$ cat config.mk
export PLATFORM = sky130hd
export DESIGN_NAME = synth_divider_config_logic
export DESIGN_NICKNAME = d
export VERILOG_FILES = /design/src/synth_cfg_pkg.sv /design/src/synth_divider_config_logic.sv
export SDC_FILE = /design/constraint.sdc
export NUM_CORES = 1
export LEC_CHECK = 0
export ABC_CLOCK_PERIOD_IN_PS = 3150
export BUFFER_PORTS_ARGS = -buffer_cell sky130_fd_sc_hd__buf_2
export CORE_MARGIN = 5
export CORE_UTILIZATION = 40
export CTS_CLUSTER_SIZE = 25
export DETAILED_ROUTE_END_ITERATION = 6
export MAX_ROUTING_LAYER = met4
export PLACE_DENSITY_LB_ADDON = 0.1
export SLEW_MARGIN = 20
export SYNTH_ARGS = -nofsm -noshare
export SYNTH_HDL_FRONTEND = slang
export SYNTH_HIERARCHICAL = 1
export SYNTH_SLANG_ARGS = --single-unit
$ cat constraint.sdc
create_clock -name CLK_SYS -period 3.15 [get_ports CLK_SYS]
set_input_delay 0.63 -clock CLK_SYS [delete_from_list [all_inputs] [get_ports CLK_SYS]]
set_output_delay 0.63 -clock CLK_SYS [all_outputs]
set_load 0.03 [all_outputs]
$ cat src/synth_cfg_pkg.sv
// Shared constants for the synthesizer configuration logic and its clock divider.
package synth_cfg_pkg;
  // Field widths and positions inside the serial shift register.
  localparam int FB_WIDTH = 9;
  localparam int OUT_CODE_WIDTH = 2;
  localparam int OBS_WIDTH = 2;
  localparam int SHIFT_WIDTH = 13;
  localparam int FB_LSB = 0;
  localparam int OUT_CODE_LSB = 9;
  localparam int OBS_LSB = 11;
  // Output divide ratio is the code plus this base.
  localparam logic [2:0] OUT_RATIO_BASE = 3'h3;
  // Observe output selections.
  localparam logic [1:0] OBS_LOW = 2'h0;
  localparam logic [1:0] OBS_SDATA = 2'h1;
  localparam logic [1:0] OBS_FEEDBACK = 2'h2;
  localparam logic [1:0] OBS_FOUT = 2'h3;
  // Feedback values that lock with a 25 MHz reference.
  localparam logic [8:0] LOCK_FB_MIN = 9'h019;
  localparam logic [8:0] LOCK_FB_MAX = 9'h01F;
  // Reset values of the loaded configuration.
  localparam logic [8:0] FB_RESET = 9'h000;
  localparam logic [1:0] OUT_CODE_RESET = 2'h0;
  localparam logic [1:0] OBS_RESET = 2'h0;
  localparam logic [SHIFT_WIDTH-1:0] SHIFT_RESET = 13'h0000;
  // Register map, byte addresses.
  localparam int ADDR_WIDTH = 12;
  localparam logic [11:0] CTRL_OFFSET = 12'h000;
  localparam logic [11:0] STATUS_OFFSET = 12'h004;
  localparam logic [31:0] CTRL_RESET = 32'h00000000;
  // Control and status fields.
  localparam int CTRL_SOFT_RESET_BIT = 0;
  localparam int STAT_FB_LSB = 0;
  localparam int STAT_OUT_CODE_LSB = 9;
  localparam int STAT_OBS_LSB = 11;
  localparam int STAT_SERIAL_MODE_BIT = 13;
  localparam int STAT_LOCK_RANGE_BIT = 14;
  localparam int STAT_RESET_BIT = 15;
endpackage : synth_cfg_pkg

`timescale 1ns/1ns
// Divides a sampled clock level by a programmable ratio with an even duty.
module toggle_divider
  import synth_cfg_pkg::*;
#(
  parameter int DIV_WIDTH = 9
)
(
  // Clock, reset and enable.
  input wire logic clk_sys,
  input wire logic rstn,
  input wire logic ce,
  // Control.
  input wire logic clear,
  input wire logic [DIV_WIDTH-1:0] divisor,
  // Source and result.
  input wire logic src_in,
  output logic div_out
);
  logic src_q;
  logic [DIV_WIDTH-1:0] count_q;
  logic src_edge;

  if (DIV_WIDTH < 2)
  begin : g_width_check
    $error("toggle_divider needs a divisor at least two bits wide.");
  end

  // Counting both edges of the source and toggling every divisor edges keeps the duty at half for odd ratios too.
  assign src_edge = src_in ^ src_q;

  always_ff @(posedge clk_sys or negedge rstn)
  begin
    if (!rstn)
    begin
      src_q <= 1'b0;
      count_q <= '0;
      div_out <= 1'b0;
    end
    else if (ce)
    begin
      src_q <= src_in;
      if (clear)
      begin
        count_q <= '0;
        div_out <= 1'b0;
      end
      else if (src_edge)
      begin
        if (count_q + 1'b1 >= divisor)
        begin
          count_q <= '0;
          div_out <= ~div_out;
        end
        else
        begin
          count_q <= count_q + 1'b1;
        end
      end
    end
  end
endmodule : toggle_divider

$ cat src/synth_divider_config_logic.sv
// Configuration, divider control and register slave of the frequency synthesizer.
// Operation
// - Master reset clears dividers, forces clock outputs low.
// - Master reset keeps loaded divide and observe values.
// - Serial mode shifts data on serial clock rise.
// - Reference select high picks crystal, low alternate.
// - Bypass select picks PLL or bypass mode.
// - Latch input low passes pins, observe low.
// - Latch rise captures pins until next change.
// - Serial load rise with serial clock low moves shift register out.
// - Serial load fall freezes current divide values.
// - Serial load held high: dividers follow shifting.
// - Feedback divide is plain nine-bit binary.
// - Output code selects ratio three to six.
// - Each enable input drives or floats one output.
// - Observe bits pick low, data, feedback, output.
// - Output divider gives even duty at every ratio.
`timescale 1ns/1ns
module synth_divider_config_logic
  import synth_cfg_pkg::*;
(
  // Clock, reset and enable.
  input wire logic CLK_SYS,
  input wire logic RSTN,
  input wire logic CE,
  // APB register slave.
  input wire logic PSEL,
  input wire logic PENABLE,
  input wire logic PWRITE,
  input wire logic [ADDR_WIDTH-1:0] PADDR,
  input wire logic [31:0] PWDATA,
  output logic [31:0] PRDATA,
  output logic PREADY,
  output logic PSLVERR,
  // Divider control pins.
  input wire logic DIVIDER_MASTER_RESET,
  input wire logic PARALLEL_LATCH_N,
  input wire logic [FB_WIDTH-1:0] FEEDBACK_DIVIDE_PINS,
  input wire logic [OUT_CODE_WIDTH-1:0] OUTPUT_DIVIDE_PINS,
  // Serial programming pins.
  input wire logic SERIAL_CLOCK,
  input wire logic SERIAL_DATA,
  input wire logic SERIAL_LOAD,
  // Reference and mode pins.
  input wire logic REFERENCE_SOURCE_SELECT,
  input wire logic CRYSTAL_INPUT,
  input wire logic ALTERNATE_REFERENCE,
  input wire logic PLL_BYPASS_SELECT,
  input wire logic VCO_CLOCK,
  // Toward the analog loop.
  output logic CRYSTAL_DRIVE,
  output logic PLL_REFERENCE,
  output logic [FB_WIDTH-1:0] FEEDBACK_VALUE,
  output logic FEEDBACK_CLOCK,
  // Clock outputs with enables.
  input wire logic OUTPUT_ZERO_ENABLE,
  input wire logic OUTPUT_ONE_ENABLE,
  output logic CLOCK_OUT_ZERO,
  output logic CLOCK_OUT_ZERO_OE,
  output logic CLOCK_OUT_ONE,
  output logic CLOCK_OUT_ONE_OE,
  output logic OBSERVE_OUT
);
  logic [SHIFT_WIDTH-1:0] shift_q;
  logic [SHIFT_WIDTH-1:0] shift_d;
  logic [FB_WIDTH-1:0] fb_q;
  logic [OUT_CODE_WIDTH-1:0] out_code_q;
  logic [OBS_WIDTH-1:0] obs_q;
  logic latch_prev_q;
  logic load_prev_q;
  logic sclk_prev_q;
  logic [31:0] ctrl_q;
  logic [31:0] prdata_q;
  logic mr;
  logic serial_mode;
  logic latch_rise;
  logic load_rise;
  logic sclk_rise;
  logic shift_en;
  logic [FB_WIDTH-1:0] fb_eff;
  logic [OUT_CODE_WIDTH-1:0] out_code_eff;
  logic [FB_WIDTH-1:0] out_ratio;
  logic ref_clk;
  logic div_src;
  logic fout;
  logic fb_div;
  logic observe_d;
  logic [31:0] rdata;
  logic mapped;
  logic setup_phase;
  logic access_phase;

  // Software reset joins the pin so a stuck board strap can still be overridden.
  assign mr = DIVIDER_MASTER_RESET | ctrl_q[CTRL_SOFT_RESET_BIT];
  assign serial_mode = PARALLEL_LATCH_N;
  assign latch_rise = PARALLEL_LATCH_N & ~latch_prev_q;
  assign load_rise = SERIAL_LOAD & ~load_prev_q;
  assign sclk_rise = SERIAL_CLOCK & ~sclk_prev_q;
  assign shift_en = !mr && serial_mode && sclk_rise;
  assign shift_d = {shift_q[SHIFT_WIDTH-2:0], SERIAL_DATA};

  // Edge history of the programming pins.
  always_ff @(posedge CLK_SYS or negedge RSTN)
  begin
    if (!RSTN)
    begin
      latch_prev_q <= 1'b0;
      load_prev_q <= 1'b0;
      sclk_prev_q <= 1'b0;
    end
    else if (CE)
    begin
      latch_prev_q <= PARALLEL_LATCH_N;
      load_prev_q <= SERIAL_LOAD;
      sclk_prev_q <= SERIAL_CLOCK;
    end
  end

  // Serial shift register, most significant field first.
  always_ff @(posedge CLK_SYS or negedge RSTN)
  begin
    if (!RSTN)
    begin
      shift_q <= SHIFT_RESET;
    end
    else if (CE && shift_en)
    begin
      shift_q <= shift_d;
    end
  end

  // Loaded divide and observe values; updates are held off while the dividers sit in reset.
  always_ff @(posedge CLK_SYS or negedge RSTN)
  begin
    if (!RSTN)
    begin
      fb_q <= FB_RESET;
      out_code_q <= OUT_CODE_RESET;
      obs_q <= OBS_RESET;
    end
    else if (CE && !mr)
    begin
      if (!serial_mode || latch_rise)
      begin
        fb_q <= FEEDBACK_DIVIDE_PINS;
        out_code_q <= OUTPUT_DIVIDE_PINS;
      end
      else if (SERIAL_LOAD && sclk_rise)
      begin
        fb_q <= shift_d[FB_LSB +: FB_WIDTH];
        out_code_q <= shift_d[OUT_CODE_LSB +: OUT_CODE_WIDTH];
        obs_q <= shift_d[OBS_LSB +: OBS_WIDTH];
      end
      else if (load_rise && !SERIAL_CLOCK)
      begin
        fb_q <= shift_q[FB_LSB +: FB_WIDTH];
        out_code_q <= shift_q[OUT_CODE_LSB +: OUT_CODE_WIDTH];
        obs_q <= shift_q[OBS_LSB +: OBS_WIDTH];
      end
      // A falling serial load leaves the values where they are, so later shifting cannot reach them.
    end
  end

  // Parallel mode feeds the pins straight through; otherwise the held values apply.
  assign fb_eff = serial_mode ? fb_q : FEEDBACK_DIVIDE_PINS;
  assign out_code_eff = serial_mode ? out_code_q : OUTPUT_DIVIDE_PINS;
  assign out_ratio = FB_WIDTH'({1'b0, out_code_eff} + OUT_RATIO_BASE);

  // Reference and bypass selection.
  assign ref_clk = REFERENCE_SOURCE_SELECT ? CRYSTAL_INPUT : ALTERNATE_REFERENCE;
  assign div_src = PLL_BYPASS_SELECT ? VCO_CLOCK : ref_clk;

  always_ff @(posedge CLK_SYS or negedge RSTN)
  begin
    if (!RSTN)
    begin
      PLL_REFERENCE <= 1'b0;
      CRYSTAL_DRIVE <= 1'b1;
      FEEDBACK_VALUE <= FB_RESET;
    end
    else if (CE)
    begin
      PLL_REFERENCE <= ref_clk;
      CRYSTAL_DRIVE <= ~CRYSTAL_INPUT;
      FEEDBACK_VALUE <= fb_eff;
    end
  end

  // Output divider shared by both clock outputs.
  toggle_divider #(
    .DIV_WIDTH(FB_WIDTH)
  ) u_out_div (
    .clk_sys(CLK_SYS),
    .rstn(RSTN),
    .ce(CE),
    .clear(mr),
    .divisor(out_ratio),
    .src_in(div_src),
    .div_out(fout)
  );

  // Feedback divider, only meaningful while the loop runs.
  toggle_divider #(
    .DIV_WIDTH(FB_WIDTH)
  ) u_fb_div (
    .clk_sys(CLK_SYS),
    .rstn(RSTN),
    .ce(CE),
    .clear(mr),
    .divisor(fb_eff),
    .src_in(VCO_CLOCK),
    .div_out(fb_div)
  );

  assign CLOCK_OUT_ZERO = fout;
  assign CLOCK_OUT_ONE = fout;
  assign FEEDBACK_CLOCK = fb_div;
  assign CLOCK_OUT_ZERO_OE = OUTPUT_ZERO_ENABLE;
  assign CLOCK_OUT_ONE_OE = OUTPUT_ONE_ENABLE;

  // Observe output; forced low outside serial mode.
  always_comb
  begin
    observe_d = 1'b0;
    if (serial_mode)
    begin
      unique case (obs_q)
        OBS_LOW: observe_d = 1'b0;
        OBS_SDATA: observe_d = SERIAL_DATA;
        OBS_FEEDBACK: observe_d = fb_div;
        OBS_FOUT: observe_d = fout;
      endcase
    end
  end

  always_ff @(posedge CLK_SYS or negedge RSTN)
  begin
    if (!RSTN)
    begin
      OBSERVE_OUT <= 1'b0;
    end
    else if (CE)
    begin
      OBSERVE_OUT <= observe_d;
    end
  end

  // APB slave: read data is captured in the setup cycle so it leaves a flip-flop.
  assign setup_phase = PSEL && !PENABLE;
  assign access_phase = PSEL && PENABLE && CE;
  assign mapped = (PADDR == CTRL_OFFSET) || (PADDR == STATUS_OFFSET);
  assign PREADY = CE;
  assign PSLVERR = PSEL && PENABLE && !mapped;
  assign PRDATA = prdata_q;

  always_comb
  begin
    rdata = 32'h00000000;
    if (PADDR == CTRL_OFFSET)
    begin
      rdata = ctrl_q;
    end
    else if (PADDR == STATUS_OFFSET)
    begin
      rdata[STAT_FB_LSB +: FB_WIDTH] = fb_eff;
      rdata[STAT_OUT_CODE_LSB +: OUT_CODE_WIDTH] = out_code_eff;
      rdata[STAT_OBS_LSB +: OBS_WIDTH] = obs_q;
      rdata[STAT_SERIAL_MODE_BIT] = serial_mode;
      rdata[STAT_LOCK_RANGE_BIT] = (fb_eff >= LOCK_FB_MIN) && (fb_eff <= LOCK_FB_MAX);
      rdata[STAT_RESET_BIT] = mr;
    end
  end

  always_ff @(posedge CLK_SYS or negedge RSTN)
  begin
    if (!RSTN)
    begin
      prdata_q <= 32'h00000000;
    end
    else if (CE && setup_phase)
    begin
      prdata_q <= PWRITE ? 32'h00000000 : rdata;
    end
  end

  always_ff @(posedge CLK_SYS or negedge RSTN)
  begin
    if (!RSTN)
    begin
      ctrl_q <= CTRL_RESET;
    end
    else if (access_phase && PWRITE && PADDR == CTRL_OFFSET)
    begin
      ctrl_q <= {31'h00000000, PWDATA[CTRL_SOFT_RESET_BIT]};
    end
  end
endmodule : synth_divider_config_logic

Yosys cells after proc, flatten, opt, wreduce, memory -nomap -nowiden
Cells that the tools add are included.
{"block": "totals", "output_inout_bits": 51, "regBits": 96, "inputBits": 73}
{"block": "classes", "order_cmp": 4, "n_eq_ne": 4, "reduce_logical": 35, "mux": 29, "n_addsub": 3, "bitwise": 13}
{"op": "2-to-1 mux 9 bit", "count": 10}
{"op": "2-to-1 mux 16 bit", "count": 3}
{"op": "adder 9 x 1 -> 9 bit, second input constant", "count": 2}
{"op": "logical AND 1 bit", "count": 14}
{"op": "== test 12 x 3 -> 1 bit, second input constant", "count": 1}
{"op": "logical NOT 12 bit", "count": 1}
{"op": "2-to-1 mux 2 bit", "count": 6}
{"op": "nonzero test 2 bit", "count": 5}
{"op": ">= comparator 9 x 3 -> 1 bit", "count": 1}
{"op": ">= comparator 9 x 5 -> 1 bit, second input constant", "count": 1}
{"op": ">= comparator 9 bit", "count": 1}
{"op": "<= comparator 9 x 5 -> 1 bit, second input constant", "count": 1}
{"op": "2-to-1 mux 1 bit", "count": 9}
{"op": "AND reduction 3 bit", "count": 3}
{"op": "NOT 1 bit", "count": 7}
{"op": "AND reduction 2 bit", "count": 3}
{"op": "logical NOT 1 bit", "count": 5}
{"op": "== test 2 bit, second input constant", "count": 2}
{"op": "one-hot mux 1 bit (4 select lines)", "count": 1}
{"op": "adder 2 x 2 -> 3 bit, second input constant", "count": 1}
{"op": "AND 1 bit", "count": 3}
{"op": "nonzero test 3 bit", "count": 1}
{"op": "== test 2 x 1 -> 1 bit, second input constant", "count": 1}
{"op": "logical NOT 2 bit", "count": 1}
{"op": "3 further kinds", "count": 5}

Logic depth before layout (Yosys ltp)
Gate-level depths: netlist (run 1).
{"block": "logic_depth", "word_depth": 6, "depth_mapped": 13, "ltp_nobuf": 10}

By module
Netlist (run 1), hierarchy kept.
{"mod": "synth_divider_config_logic", "seq_area_each_um2": 1452.6, "n_inst": 1, "cells_per_inst": 291, "area_each_um2": 2945.3}
{"mod": "toggle_divider", "seq_area_each_um2": 275.3, "n_inst": 2, "cells_per_inst": 97, "area_each_um2": 847.1}

Worst setup path after synthesis (run 1)
Ideal clock, no wire load.
{"block": "synth_timing", "path_kind": "input to register", "from": "input port PARALLEL_LATCH_N", "to": "register u_out_div.count_q[6]", "setup_ns": 0.092, "arrival_ns": 2.888, "stages": 13, "path_buffers": 3, "required_ns": 3.058, "slack_ns": 0.171, "cell_sequence": "buf_2 buf_2 mux2i_1 ha_1 inv_1 inv_1 ha_1 nand2_1 o21ai_0 a211o_1 buf_6 or2_4 o31ai_2"}
{"block": "synth_via", "elab_chain_len": 6}
{"element": "start, declared", "line_no": "synth_divider_config_logic.sv:37", "text": "input wire logic PARALLEL_LATCH_N,"}
{"element": "2-to-1 mux 2 bit", "line_no": "synth_divider_config_logic.sv:166", "text": "assign out_code_eff = serial_mode ? out_code_q : OUTPUT_DIVIDE_PINS;"}
{"element": "adder 2 x 2 -> 3 bit", "line_no": "synth_divider_config_logic.sv:167", "text": "assign out_ratio = FB_WIDTH'({1'b0, out_code_eff} + OUT_RATIO_BASE);"}
{"element": "via out_ratio[0]", "line_no": "synth_divider_config_logic.sv:82", "text": "logic [FB_WIDTH-1:0] out_ratio;"}
{"element": ">= comparator 9 x 3 -> 1 bit", "line_no": "synth_cfg_pkg.sv:90", "text": "if (count_q + 1'b1 >= divisor)"}
{"element": "2-to-1 mux 9 bit", "line_no": "synth_cfg_pkg.sv:90"}
{"element": "2-to-1 mux 9 bit", "line_no": "synth_cfg_pkg.sv:88", "text": "else if (src_edge)"}
{"element": "2-to-1 mux 9 bit", "line_no": "synth_cfg_pkg.sv:83", "text": "if (clear)"}
{"element": "end signal, assigned", "line_no": "synth_cfg_pkg.sv:97", "text": "count_q <= count_q + 1'b1;"}
{"element": "end, declared", "line_no": "synth_cfg_pkg.sv:61", "text": "logic [DIV_WIDTH-1:0] count_q;"}
The timed path passes the listed nets, and every way through them passes these cells. The select of a mux whose other input is x is not followed.
A chain may end at the register's enable or synchronous reset.

Worst setup path in the final report (run 1)
{"block": "layout_timing", "from": "register u_fb_div.count_q[0]", "to": "register u_fb_div.count_q[6]"}
{"block": "layout_via", "elab_chain_len": 5}
{"element": "start, declared", "line_no": "synth_cfg_pkg.sv:61"}
{"element": "start signal, assigned", "line_no": "synth_cfg_pkg.sv:97"}
{"element": "adder 9 x 1 -> 9 bit *", "line_no": "synth_cfg_pkg.sv:90, synth_cfg_pkg.sv:97"}
{"element": ">= comparator 9 bit", "line_no": "synth_cfg_pkg.sv:90"}
{"element": "2-to-1 mux 9 bit *", "line_no": "synth_cfg_pkg.sv:90"}
{"element": "2-to-1 mux 9 bit *", "line_no": "synth_cfg_pkg.sv:88"}
{"element": "2-to-1 mux 9 bit *", "line_no": "synth_cfg_pkg.sv:83"}
Every way passes the cells marked *; elsewhere a longest branch is shown, timed or not. The select of a mux whose other input is x is not followed.

==> out/metrics.yaml, run 1 <==
synthesis:
  synthTopCellsByArea: "dfrtp_1 43%, mux2_2 8.3%, ha_1 5.7%"
  ys_seq_area_frac: 0.432
  postSynthAreaPerCell_um2: 9.57
  yosysUniqueCellTypes: 52
  yosys.area.top_type: "dfrtp_1"
  synth_top_cell_area_share: 0.426
  synth_seq_cells: 80
  async_flop_share: 1.00
  synth_warnings: 6
  synth_edf_count: 0
  synthFlopType: "dfrtp_1"
  synthCells: 485
  syn_area_um2: 4640
sta:
  max_slew_margin: 0.506
  drv_slew: 0
  setup_violations: 0
  rsz0062_at_grt: "false"
  finClkSkew_ns: 0.00921
  fin_crit_sh: 0.873
  max_freq_ghz: 0.364
  worstMarginPinSlew_ns: 0.741
  finalCriticalPeriod_ns: 2.75
  hold_viol: 0
  setup_tns_ns: 0
floorplanning:
  core_um2: 11400
  initial_core_util: 0.408
  rows: 39
  die_y_um: 118
  ios: 124
  dieArea_um2: 13900
  die_w_um: 118
detailed_routing:
  ant_nets: 0
  vias: 3603
  wl_um: 10500
  routed_via_density: 5.03
  drc: 0
  drt_iter0_drc: 218
  wire_per_inst_um: 14.6
  dr.pass1.iters: 6
layout:
  final_cell_mix: "79 x dfrtp_1, 71 x buf_2, 65 x nand2_1"
  layoutNonFillerInstCount: 717
  final_nets: 663
  drive_gt1_frac: 0.268
  area_growth_pct: 17.5
  final.fill_count: 1125
  finalInstanceArea_um2: 5450
  layout_commonest_cell: "dfrtp_1"
  antenna_cells: 0
power:
  p_leak_nw: 2.71
  p_per_area_nw_per_um2: 581
  ir_worst_vdd_v: 0.000315
  total_power_mw: 3.17
worst_setup_path:
  cp.required_ns: 3.39
  worst-path-max-fanout: 7
  end_kind: "flop"
  startpoint_type: "flop"
  worstRegToRegCells: 10
  r2r_slack_ns: 0.40
  critPathArrivalTime_ns: 2.99
  r2r_start: "u_fb_div/count_q[0]"
  r2r-end: "u_fb_div/count_q[6]"
  path_class: "reg -> reg"
grt:
  grt-ovfl-total: 0
  grt_max_degree: 81
  grtUsageTotal: 0.158
  grt_pass1_vias: 3446
  grt_pass1_wl_um: 17500
  antenna_found_initial: 0
run:
  drv_cap: 0
clock_tree:
  cts_buffers: 9
  clock_sinks: 80
  cts_root_buf: "clkbuf_16"
  clk_latency_ns: 0.34
  cts_buffer_depth: 2
  postCtsResizedCells: 0
  ctsHtreeMaxLevel: 3
  post_cts_buffers: 0
  postCtsHoldBufs: 0
  cts_tree: "done"
  clk_pin_slew_worst_paths_ns: 0.06
place:
  place_congestion: 0.766
  placed_cells: 701
  hpwl_um: 7800
  port_buffers: 72
  placed_cell_area_um2: 5140
worst_hold_path:
  hold_class: "in -> async"
run_status:
  outcome: "complete, no violations"
==> area by class of cell <==
cell class / instances / area, um^2 / area share
multi-input cells: 354 / 2340 / 0.430
flip-flops and latches: 80 / 2000 / 0.367
repair buffers: 89 / 494 / 0.0906
clock buffers: 13 / 260 / 0.0477
well taps: 143 / 179 / 0.0328
inverters: 35 / 131 / 0.0241
clock inverters: 3 / 40.0 / 0.00734
==> critical path, cell delays in order (launching register included) <==
cell and delay, ns:
dfrtp_1 0.44, ha_1 0.32, nand3_2 0.17, or3_1 0.36, nand2_1 0.11, ha_1 0.24
nand4_1 0.11, nor2_1 0.05, a211o_1 0.39, or2_4 0.29, o31ai_2 0.17
==> Yosys cell counts (3+ instances only) <==
cell,number
nor3_1,7
ha_1,21
o2bb2ai_1,3
dfrtp_1,79
buf_6,3
o31ai_1,3
nand3_1,5
mux2_2,34
clkbuf_1,9
xnor2_1,6
a22o_1,5
nand2b_1,8
mux2i_1,13
nand2_1,65
buf_4,20
buf_2,5
nor2_1,33
o21ai_1,14
o21ai_0,18
or3_1,5
nand3_2,3
xor2_1,8
a21oi_1,39
nor2b_1,3
inv_1,35
==> worst max path at each step <==
stage,to,cells past startpoint,startpoint,slack [ns]
final,u_fb_div/count_q[6],10,u_fb_div/count_q[0],0.40
after global routing,u_fb_div/count_q[6],10,u_fb_div/count_q[0],0.25
after CTS,u_fb_div/count_q[6],10,u_fb_div/count_q[0],0.37
after detailed placement,u_out_div/div_out,11,PARALLEL_LATCH_N,0.1
after global placement,u_out_div/div_out,11,PARALLEL_LATCH_N,0.12
after floorplan,u_out_div/count_q[6],13,PARALLEL_LATCH_N,0.17
==> through the flow <==
step / util / worst slack, ns / hold WS, ns
6_report: 0.480 / 0.401 / 0.336
5_1_grt: 0.480 / 0.245 / 0.416
4_1_cts: 0.479 / 0.369 / 0.441
3_5_place_dp: 0.453 / 0.0989 / 0.458
3_3_place_gp: 0.453 / 0.121 / 0.454
2_1_floorplan: - / 0.171 / 0.334
==> power breakdown <==
part	leakage [nW]	internal (mW)	total, mW	switching [mW]
logic	1.52	0.345	0.814	0.469
clock network	0.150	0.655	1.06	0.406
registers	1.04	1.16	1.30	0.130
total	2.71	2.17	3.17	1.01
==> state kept, by name (all words and copies together) (netlist names), 2 cells and up <==
signal and count:
PRDATA 16, fb_q 9, u_fb_div/count_q 9, out_code_q 2
shift_q 13, u_out_div/count_q 9, obs_q 2, FEEDBACK_VALUE 9
==> layer usage <==
metal | global-route usage | part of all wire
met1 | 0.208 | 0.47
met2 | 0.240 | 0.46
met3 | 0.0356 | 0.057
met4 | 0.0602 | 0.019
met5 | - | 0
==> cell families (layout without fill, tap and decap cells) <==
kind of cell | Yosys count | after routing | share of synthesized area
AND/OR/NAND/NOR | 147 | 147 | 0.156
flip-flops | 80 | 80 | 0.432
adder cells (fa/ha/maj) | 21 | 21 | 0.0566
other | 1 | 22 | 0.000808
AO/OA/AOI/OAI | 103 | 103 | 0.137
XOR/XNOR | 14 | 14 | 0.0264
buffers and inverters | 72 | 140 | 0.0806
multiplexers | 47 | 47 | 0.111
Note: power is estimated with default switching activity, not from simulation.
==> inputs of run 2 (changes only) <==
--- a/config.mk
+++ b/config.mk
@@ -7,6 +7,7 @@
 export LEC_CHECK = 0
 export ABC_CLOCK_PERIOD_IN_PS = 3150
 export BUFFER_PORTS_ARGS = -buffer_cell sky130_fd_sc_hd__buf_2
+export CORE_ASPECT_RATIO = 1.75
 export CORE_MARGIN = 5
 export CORE_UTILIZATION = 40
 export CTS_CLUSTER_SIZE = 25
@@ -16,5 +17,4 @@
 export SLEW_MARGIN = 20
 export SYNTH_ARGS = -nofsm -noshare
 export SYNTH_HDL_FRONTEND = slang
-export SYNTH_HIERARCHICAL = 1
 export SYNTH_SLANG_ARGS = --single-unit
==> run 2 against run 1 <==
Compared with the run above:
- clock power hardly changed
- sequential power about the same
- synthesized area is 6.7% lower
- core utilization up 0.59 points
- synthesized cell count down 13%
- setup slack worse by 0.20 ns
- count of clock-buffer cells in the layout decreased by 2
- critical endpoint is now u_fb_div.div_out
- highest routed layer unchanged
==> out/metrics.yaml, run 2 <==
clock_tree:
  clk_pin_slew_worst_paths_ns: 0.06
  cts_tree: "done"
  ctsHtreeMaxLevel: 3
  clk_latency_ns: 0.34
  cts_buffer_depth: 2
  cts_buffers: 9
  postCtsHoldBufs: 0
  clock_sinks: 80
  cts_root_buf: "clkbuf_16"
synthesis:
  post-synth-top-count-cell: "dfrtp_1"
  postSynthAreaPerCell_um2: 10.3
  syn_area_um2: 4330
  ys_seq_area_frac: 0.463
  synthCells: 422
  synth_seq_cells: 80
  async_flop_share: 1.00
  yosys.area.top_type: "dfrtp_1"
  netlist_top_cells_count: "79 x dfrtp_1, 42 x nand2_1, 34 x nor2_1"
  yosysUniqueCellTypes: 56
  synthFlopType: "dfrtp_1"
  synth_warnings: 0
  synthTopCellsByArea: "dfrtp_1 46%, mux2_2 8.1%, mux2i_1 6.0%"
  synth_top_cell_area_share: 0.457
  synth_edf_count: 0
grt:
  grtUsageTotal: 0.177
  grt_pass1_vias: 3478
  grt-ovfl-total: 0
  antenna_found_initial: 0
  gr-usage-met3: 0.0312
  grtUsageMet1: 0.199
  grt_max_degree: 81
  busiest_layer: "met2"
  gr-usage-met2: 0.305
  grt_pass1_wl_um: 17400
sta:
  finClkSkew_ns: 0.00563
  max_slew_margin: 0.473
  max_freq_ghz: 0.339
  hold_viol: 0
  timing.final.ws_setup_ns: 0.197
  finalCriticalPeriod_ns: 2.95
  rsz0062_at_grt: "false"
  fin_crit_sh: 0.938
  worstMarginPinSlew_ns: 0.790
  setup_violations: 0
  setup_tns_ns: 0
  hold_ws_ns: 0.345
  drv_slew: 0
place:
  dpl_worst_slack_ns: 0.181
  placed_cells: 624
  port_buffers: 72
  hpwl_um: 7990
  place_congestion: 0.818
layout:
  drive_gt1_frac: 0.300
  largest_reg_flops: 16
  layoutNonFillerInstCount: 640
  layout_commonest_cell: "dfrtp_1"
  antenna_cells: 0
  post-route-util: 0.486
  final_nets: 593
  final_cell_mix: "79 x dfrtp_1, 71 x buf_2, 42 x nand2_1"
  area_growth_pct: 19.2
floorplanning:
  dieArea_um2: 13100
  ios: 124
  rows: 50
  die_w_um: 88.7
  core_um2: 10600
  die_y_um: 148
  initial_core_util: 0.407
detailed_routing:
  wl_um: 10500
  dr.pass1.iters: 4
  routed_via_density: 5.25
  ant_nets: 0
  wire_per_inst_um: 16.4
  drc: 0
  drt_iter0_drc: 119
  vias: 3358
worst_setup_path:
  worst-path-max-fanout: 5
  path_delay_family: "compound AO/OA/AOI/OAI gates"
  startpoint_type: "flop"
  path_class: "reg -> reg"
  cp_cell_sequence: "ha_1, nand3_1, nor2_2, and3_1, xnor2_1, inv_1, ha_1, a211o_1, a41oi_4, a21oi_2, mux2_4"
  critPathMostFrequentCell: "ha_1"
  end_kind: "flop"
  slowest_stage: "dfrtp_1"
  cp_num_buf_inv: 1
  cp.required_ns: 3.37
  max_stage_delay_ns: 0.40
  critPathArrivalTime_ns: 3.17
run_status:
  outcome: "complete, no violations"
worst_hold_path:
  hold_class: "in -> async"
power:
  p_per_area_nw_per_um2: 605
  p_leak_nw: 2.57
  ir_worst_vdd_v: 0.000402
run:
  drv_cap: 0
## run 2: changes by cell type after synthesis, moves of 7 or more
cell | previous run | this run
nand3_1 | 5 | 12
a21oi_1 | 39 | 24
inv_1 | 35 | 12
nand2_1 | 65 | 42
mux2i_1 | 13 | 26
o21ai_1 | 14 | 4
nor2b_1 | 3 | 10
nand2b_1 | 8 | 1
## run 2: repair_timing
item,4_1_cts,5_1_grt
buffers inserted,0,0
setup endpoints to repair,0,3
gates resized for setup,0,1
## run 2: worst paths after layout
path | from | endpoint | slack (ns) | cells after the start
hold reg to reg | CRYSTAL_DRIVE | CRYSTAL_DRIVE | 0.47 | 2
hold / removal | RSTN | u_out_div.src_q | 0.35 | 1
setup / recovery | u_fb_div.count_q[1] | u_fb_div.div_out | 0.20 | 11
max in group asynchronous | RSTN | shift_q[8] | 2.29 | 1
setup reg to reg | u_fb_div.count_q[1] | u_fb_div.div_out | 0.20 | 11
min in group CLK_SYS | CRYSTAL_INPUT | CRYSTAL_DRIVE | 0.45 | 2
## run 2: logic make-up after synthesis
| family | after synthesis | synth area share |
|---|---|---|
| adders and majority gates | 15 | 0.0433 |
| xor gates and xnor gates | 10 | 0.0202 |
| and+or+nand+nor | 126 | 0.140 |
| buffers and inverters | 50 | 0.0647 |
| DFF | 80 | 0.463 |
| AOI/OAI and AO/OA | 82 | 0.125 |
| other | 1 | 0.000866 |
| muxes | 58 | 0.144 |
## run 2: area by class of cell
type,instances,area (um^2)
Fill cell,1044,5470
Multi-Input combinational cell,307,2110
Sequential cell,80,2000
Timing Repair Buffer,95,539
Clock buffer,11,253
Tap cell,130,163
Clock inverter,5,55.1
Inverter,12,45.0
## run 2: through the flow
stage | area [um^2] | power [mW]
after detailed placement | 4850 | 2.09
after global placement | 4850 | 2.06
after global routing | 5160 | 3.31
after CTS | 5160 | 3.17
final | 5160 | 3.12
after floorplan | 4390 | 1.83
## run 2: per-layer routing
layer	up-vias	share of wire
li1	1631	-
met1	1657	0.40
met2	56	0.55
met3	14	0.033
met4	0	0.019
met5	-	0
## run 2: power breakdown
part / internal [mW] / switching (mW) / total, mW / leakage (nW)
combinational: 0.329 / 0.453 / 0.782 / 1.38
sequential: 1.16 / 0.127 / 1.28 / 1.04
clock: 0.654 / 0.406 / 1.06 / 0.148
==> inputs of run 3 (changes only) <==
--- a/config.mk
+++ b/config.mk
@@ -14,6 +14,7 @@
 export DETAILED_ROUTE_END_ITERATION = 6
 export MAX_ROUTING_LAYER = met4
 export PLACE_DENSITY_LB_ADDON = 0.1
+export SKIP_CTS_REPAIR_TIMING = 1
 export SLEW_MARGIN = 20
 export SYNTH_ARGS = -nofsm -noshare
 export SYNTH_HDL_FRONTEND = slang
==> constraint.sdc (replaced) <==
create_clock -name CLK_SYS -period 3.15 [get_ports CLK_SYS]
set_input_delay 0.4725 -clock CLK_SYS [delete_from_list [all_inputs] [get_ports CLK_SYS]]
set_output_delay 0.4725 -clock CLK_SYS [all_outputs]
set_load 0.03 [all_outputs]
==> run 3 against run 2 <==
Compared with the run above:
- non-clock buffer count fell by 2
- via count fell by 2.6%
- die area did not move
- setup slack improved by 0.020 ns
- fmax rose by 0.67%
- clock skew rose by 0.0013 ns
- highest routed layer unchanged
- critical path depth did not move
- count of clock-buffer cells in the layout fell by 1
==> out/metrics.yaml, run 3 (same netlist as run 2, synthesis figures left out) <==
clock_tree:
  cts_tree: "done"
  ctsHtreeMaxLevel: 3
  cts_root_buf: "clkbuf_16"
  clock_sinks: 80
  cts_buffers: 9
  cts_buffer_depth: 2
  clk_latency_ns: 0.34
  clk_pin_slew_worst_paths_ns: 0.06
sta:
  worstMarginPinSlew_ns: 0.759
  rsz0062_at_grt: "false"
  max_slew_margin: 0.494
  finalCriticalPeriod_ns: 2.93
  fin_crit_sh: 0.931
  max_freq_ghz: 0.341
  setup_violations: 0
  finClkSkew_ns: 0.00692
  timing.final.ws_setup_ns: 0.217
  hold_viol: 0
  setup_tns_ns: 0
  drv_slew: 0
power:
  p_leak_nw: 2.56
  swShare: 0.312
  power.switching_uw: 995
  ir_worst_vdd_v: 0.000312
  clockPowerShare: 0.354
  intPower_mw: 2.19
  comb_power_share: 0.244
  seqPwrFrac: 0.402
  p_per_area_nw_per_um2: 617
worst_hold_path:
  hold_class: "in -> async"
place:
  port_buffers: 72
  place_congestion: 0.798
  dpl_worst_slack_ns: 0.211
  placed_cell_area_um2: 4830
  hpwl_um: 8000
floorplanning:
  dieArea_um2: 13100
  ios: 124
  core_um2: 10600
  die_w_um: 88.7
  rows: 50
  die_y_um: 148
  initial_core_util: 0.407
worst_setup_path:
  cp-endpoint: "u_fb_div.div_out"
  cp.required_ns: 3.37
  r2r-end: "u_fb_div.div_out"
  startpoint: "u_fb_div.count_q[1]"
  path_class: "reg -> reg"
  worst-path-max-fanout: 6
  critPathMostFrequentCell: "ha_1"
  cp_cell_sequence: "ha_1, nand3_1, nor2_1, and3_1, xnor2_1, inv_1, ha_1, a211o_1, a41oi_4, a21oi_2, mux2_4"
  r2r_slack_ns: 0.22
  startpoint_type: "flop"
  end_kind: "flop"
  slowest_stage: "dfrtp_1"
  max_stage_delay_ns: 0.39
  critPathArrivalTime_ns: 3.16
  r2r_start: "u_fb_div.count_q[1]"
  worstRegToRegCells: 11
grt:
  grt_max_degree: 81
  grt_pass1_vias: 3364
  grt-ovfl-total: 0
  grtUsageTotal: 0.177
  grt_pass1_wl_um: 17100
  antenna_found_initial: 0
detailed_routing:
  drc: 0
  dr.pass1.iters: 4
  wl_um: 10500
  routed_via_density: 5.14
  wire_per_inst_um: 16.5
  vias: 3272
  drt_iter0_drc: 119
  ant_nets: 0
layout:
  largest_reg_flops: 16
  area_growth_pct: 19.2
  final_cell_mix: "79 x dfrtp_1, 71 x buf_2, 42 x nand2_1"
  finalInstanceArea_um2: 5160
  antenna_cells: 0
  final_nets: 591
  layout_commonest_cell: "dfrtp_1"
  drive_gt1_frac: 0.296
  final.fill_count: 1019
run:
  drv_cap: 0
run_status:
  outcome: "complete, no violations"
-- run 3: area by class of cell --
cell class | instances | area [um^2] | area share
Inverter | 12 | 45.0 | 0.00873
Clock inverter | 5 | 81.3 | 0.0158
Clock buffer | 10 | 239 | 0.0463
Tap cell | 130 | 163 | 0.0315
Multi-Input combinational cell | 307 | 2110 | 0.408
Sequential cell | 80 | 2000 | 0.388
Timing Repair Buffer | 93 | 524 | 0.102
-- run 3: worst min path at each step --
stage / cells past startpoint / endpoint / start
floorplan: 0 / FEEDBACK_VALUE[0] / RSTN
global route: 1 / u_fb_div.src_q / RSTN
finish: 1 / PLL_REFERENCE / RSTN
detailed placement: 2 / CRYSTAL_DRIVE / CRYSTAL_DRIVE
global placement: 2 / CRYSTAL_DRIVE / CRYSTAL_DRIVE
CTS: 2 / CRYSTAL_DRIVE / CRYSTAL_INPUT
-- run 3: power by group through the flow --
| stage | Clock (mW) | Combinational [mW] | Sequential (mW) |
|---|---|---|---|
| after floorplan | 0 | 0.506 | 1.33 |
| final | 1.13 | 0.776 | 1.28 |
| after global routing | 1.19 | 0.873 | 1.30 |
| after global placement | 0 | 0.770 | 1.29 |
| after detailed placement | 0 | 0.787 | 1.30 |
| after CTS | 1.15 | 0.791 | 1.28 |
-- run 3: through the flow --
stage / std cells / hold WS [ns] / util / power, mW
2_1_floorplan: 437 / 0.177 / - / 1.83
3_3_place_gp: 622 / 0.452 / 0.455 / 2.06
3_5_place_dp: 622 / 0.462 / 0.455 / 2.08
4_1_cts: 637 / 0.274 / 0.485 / 3.22
5_1_grt: 637 / 0.233 / 0.485 / 3.36
6_report: 637 / 0.169 / 0.485 / 3.18
-- run 3: worst max-delay path: cells and delay by family (launching register included) --
family / cells / cell delay, ns
flops: 1 / 0.39
simple gates: 3 / 0.60
mux: 1 / 0.33
xor+xnor: 1 / 0.15
compound gates: 3 / 0.71
fa+ha+maj: 2 / 0.57
buf+inv: 1 / 0.06
-- run 3: metal layers --
metal / share of wire / track usage / vias to the layer above
met5: 0 / - / -
met3: 0.032 / 0.0323 / 18
met1: 0.40 / 0.198 / 1577
met4: 0.026 / 0.0734 / 0
li1: - / - / 1626
met2: 0.54 / 0.302 / 51
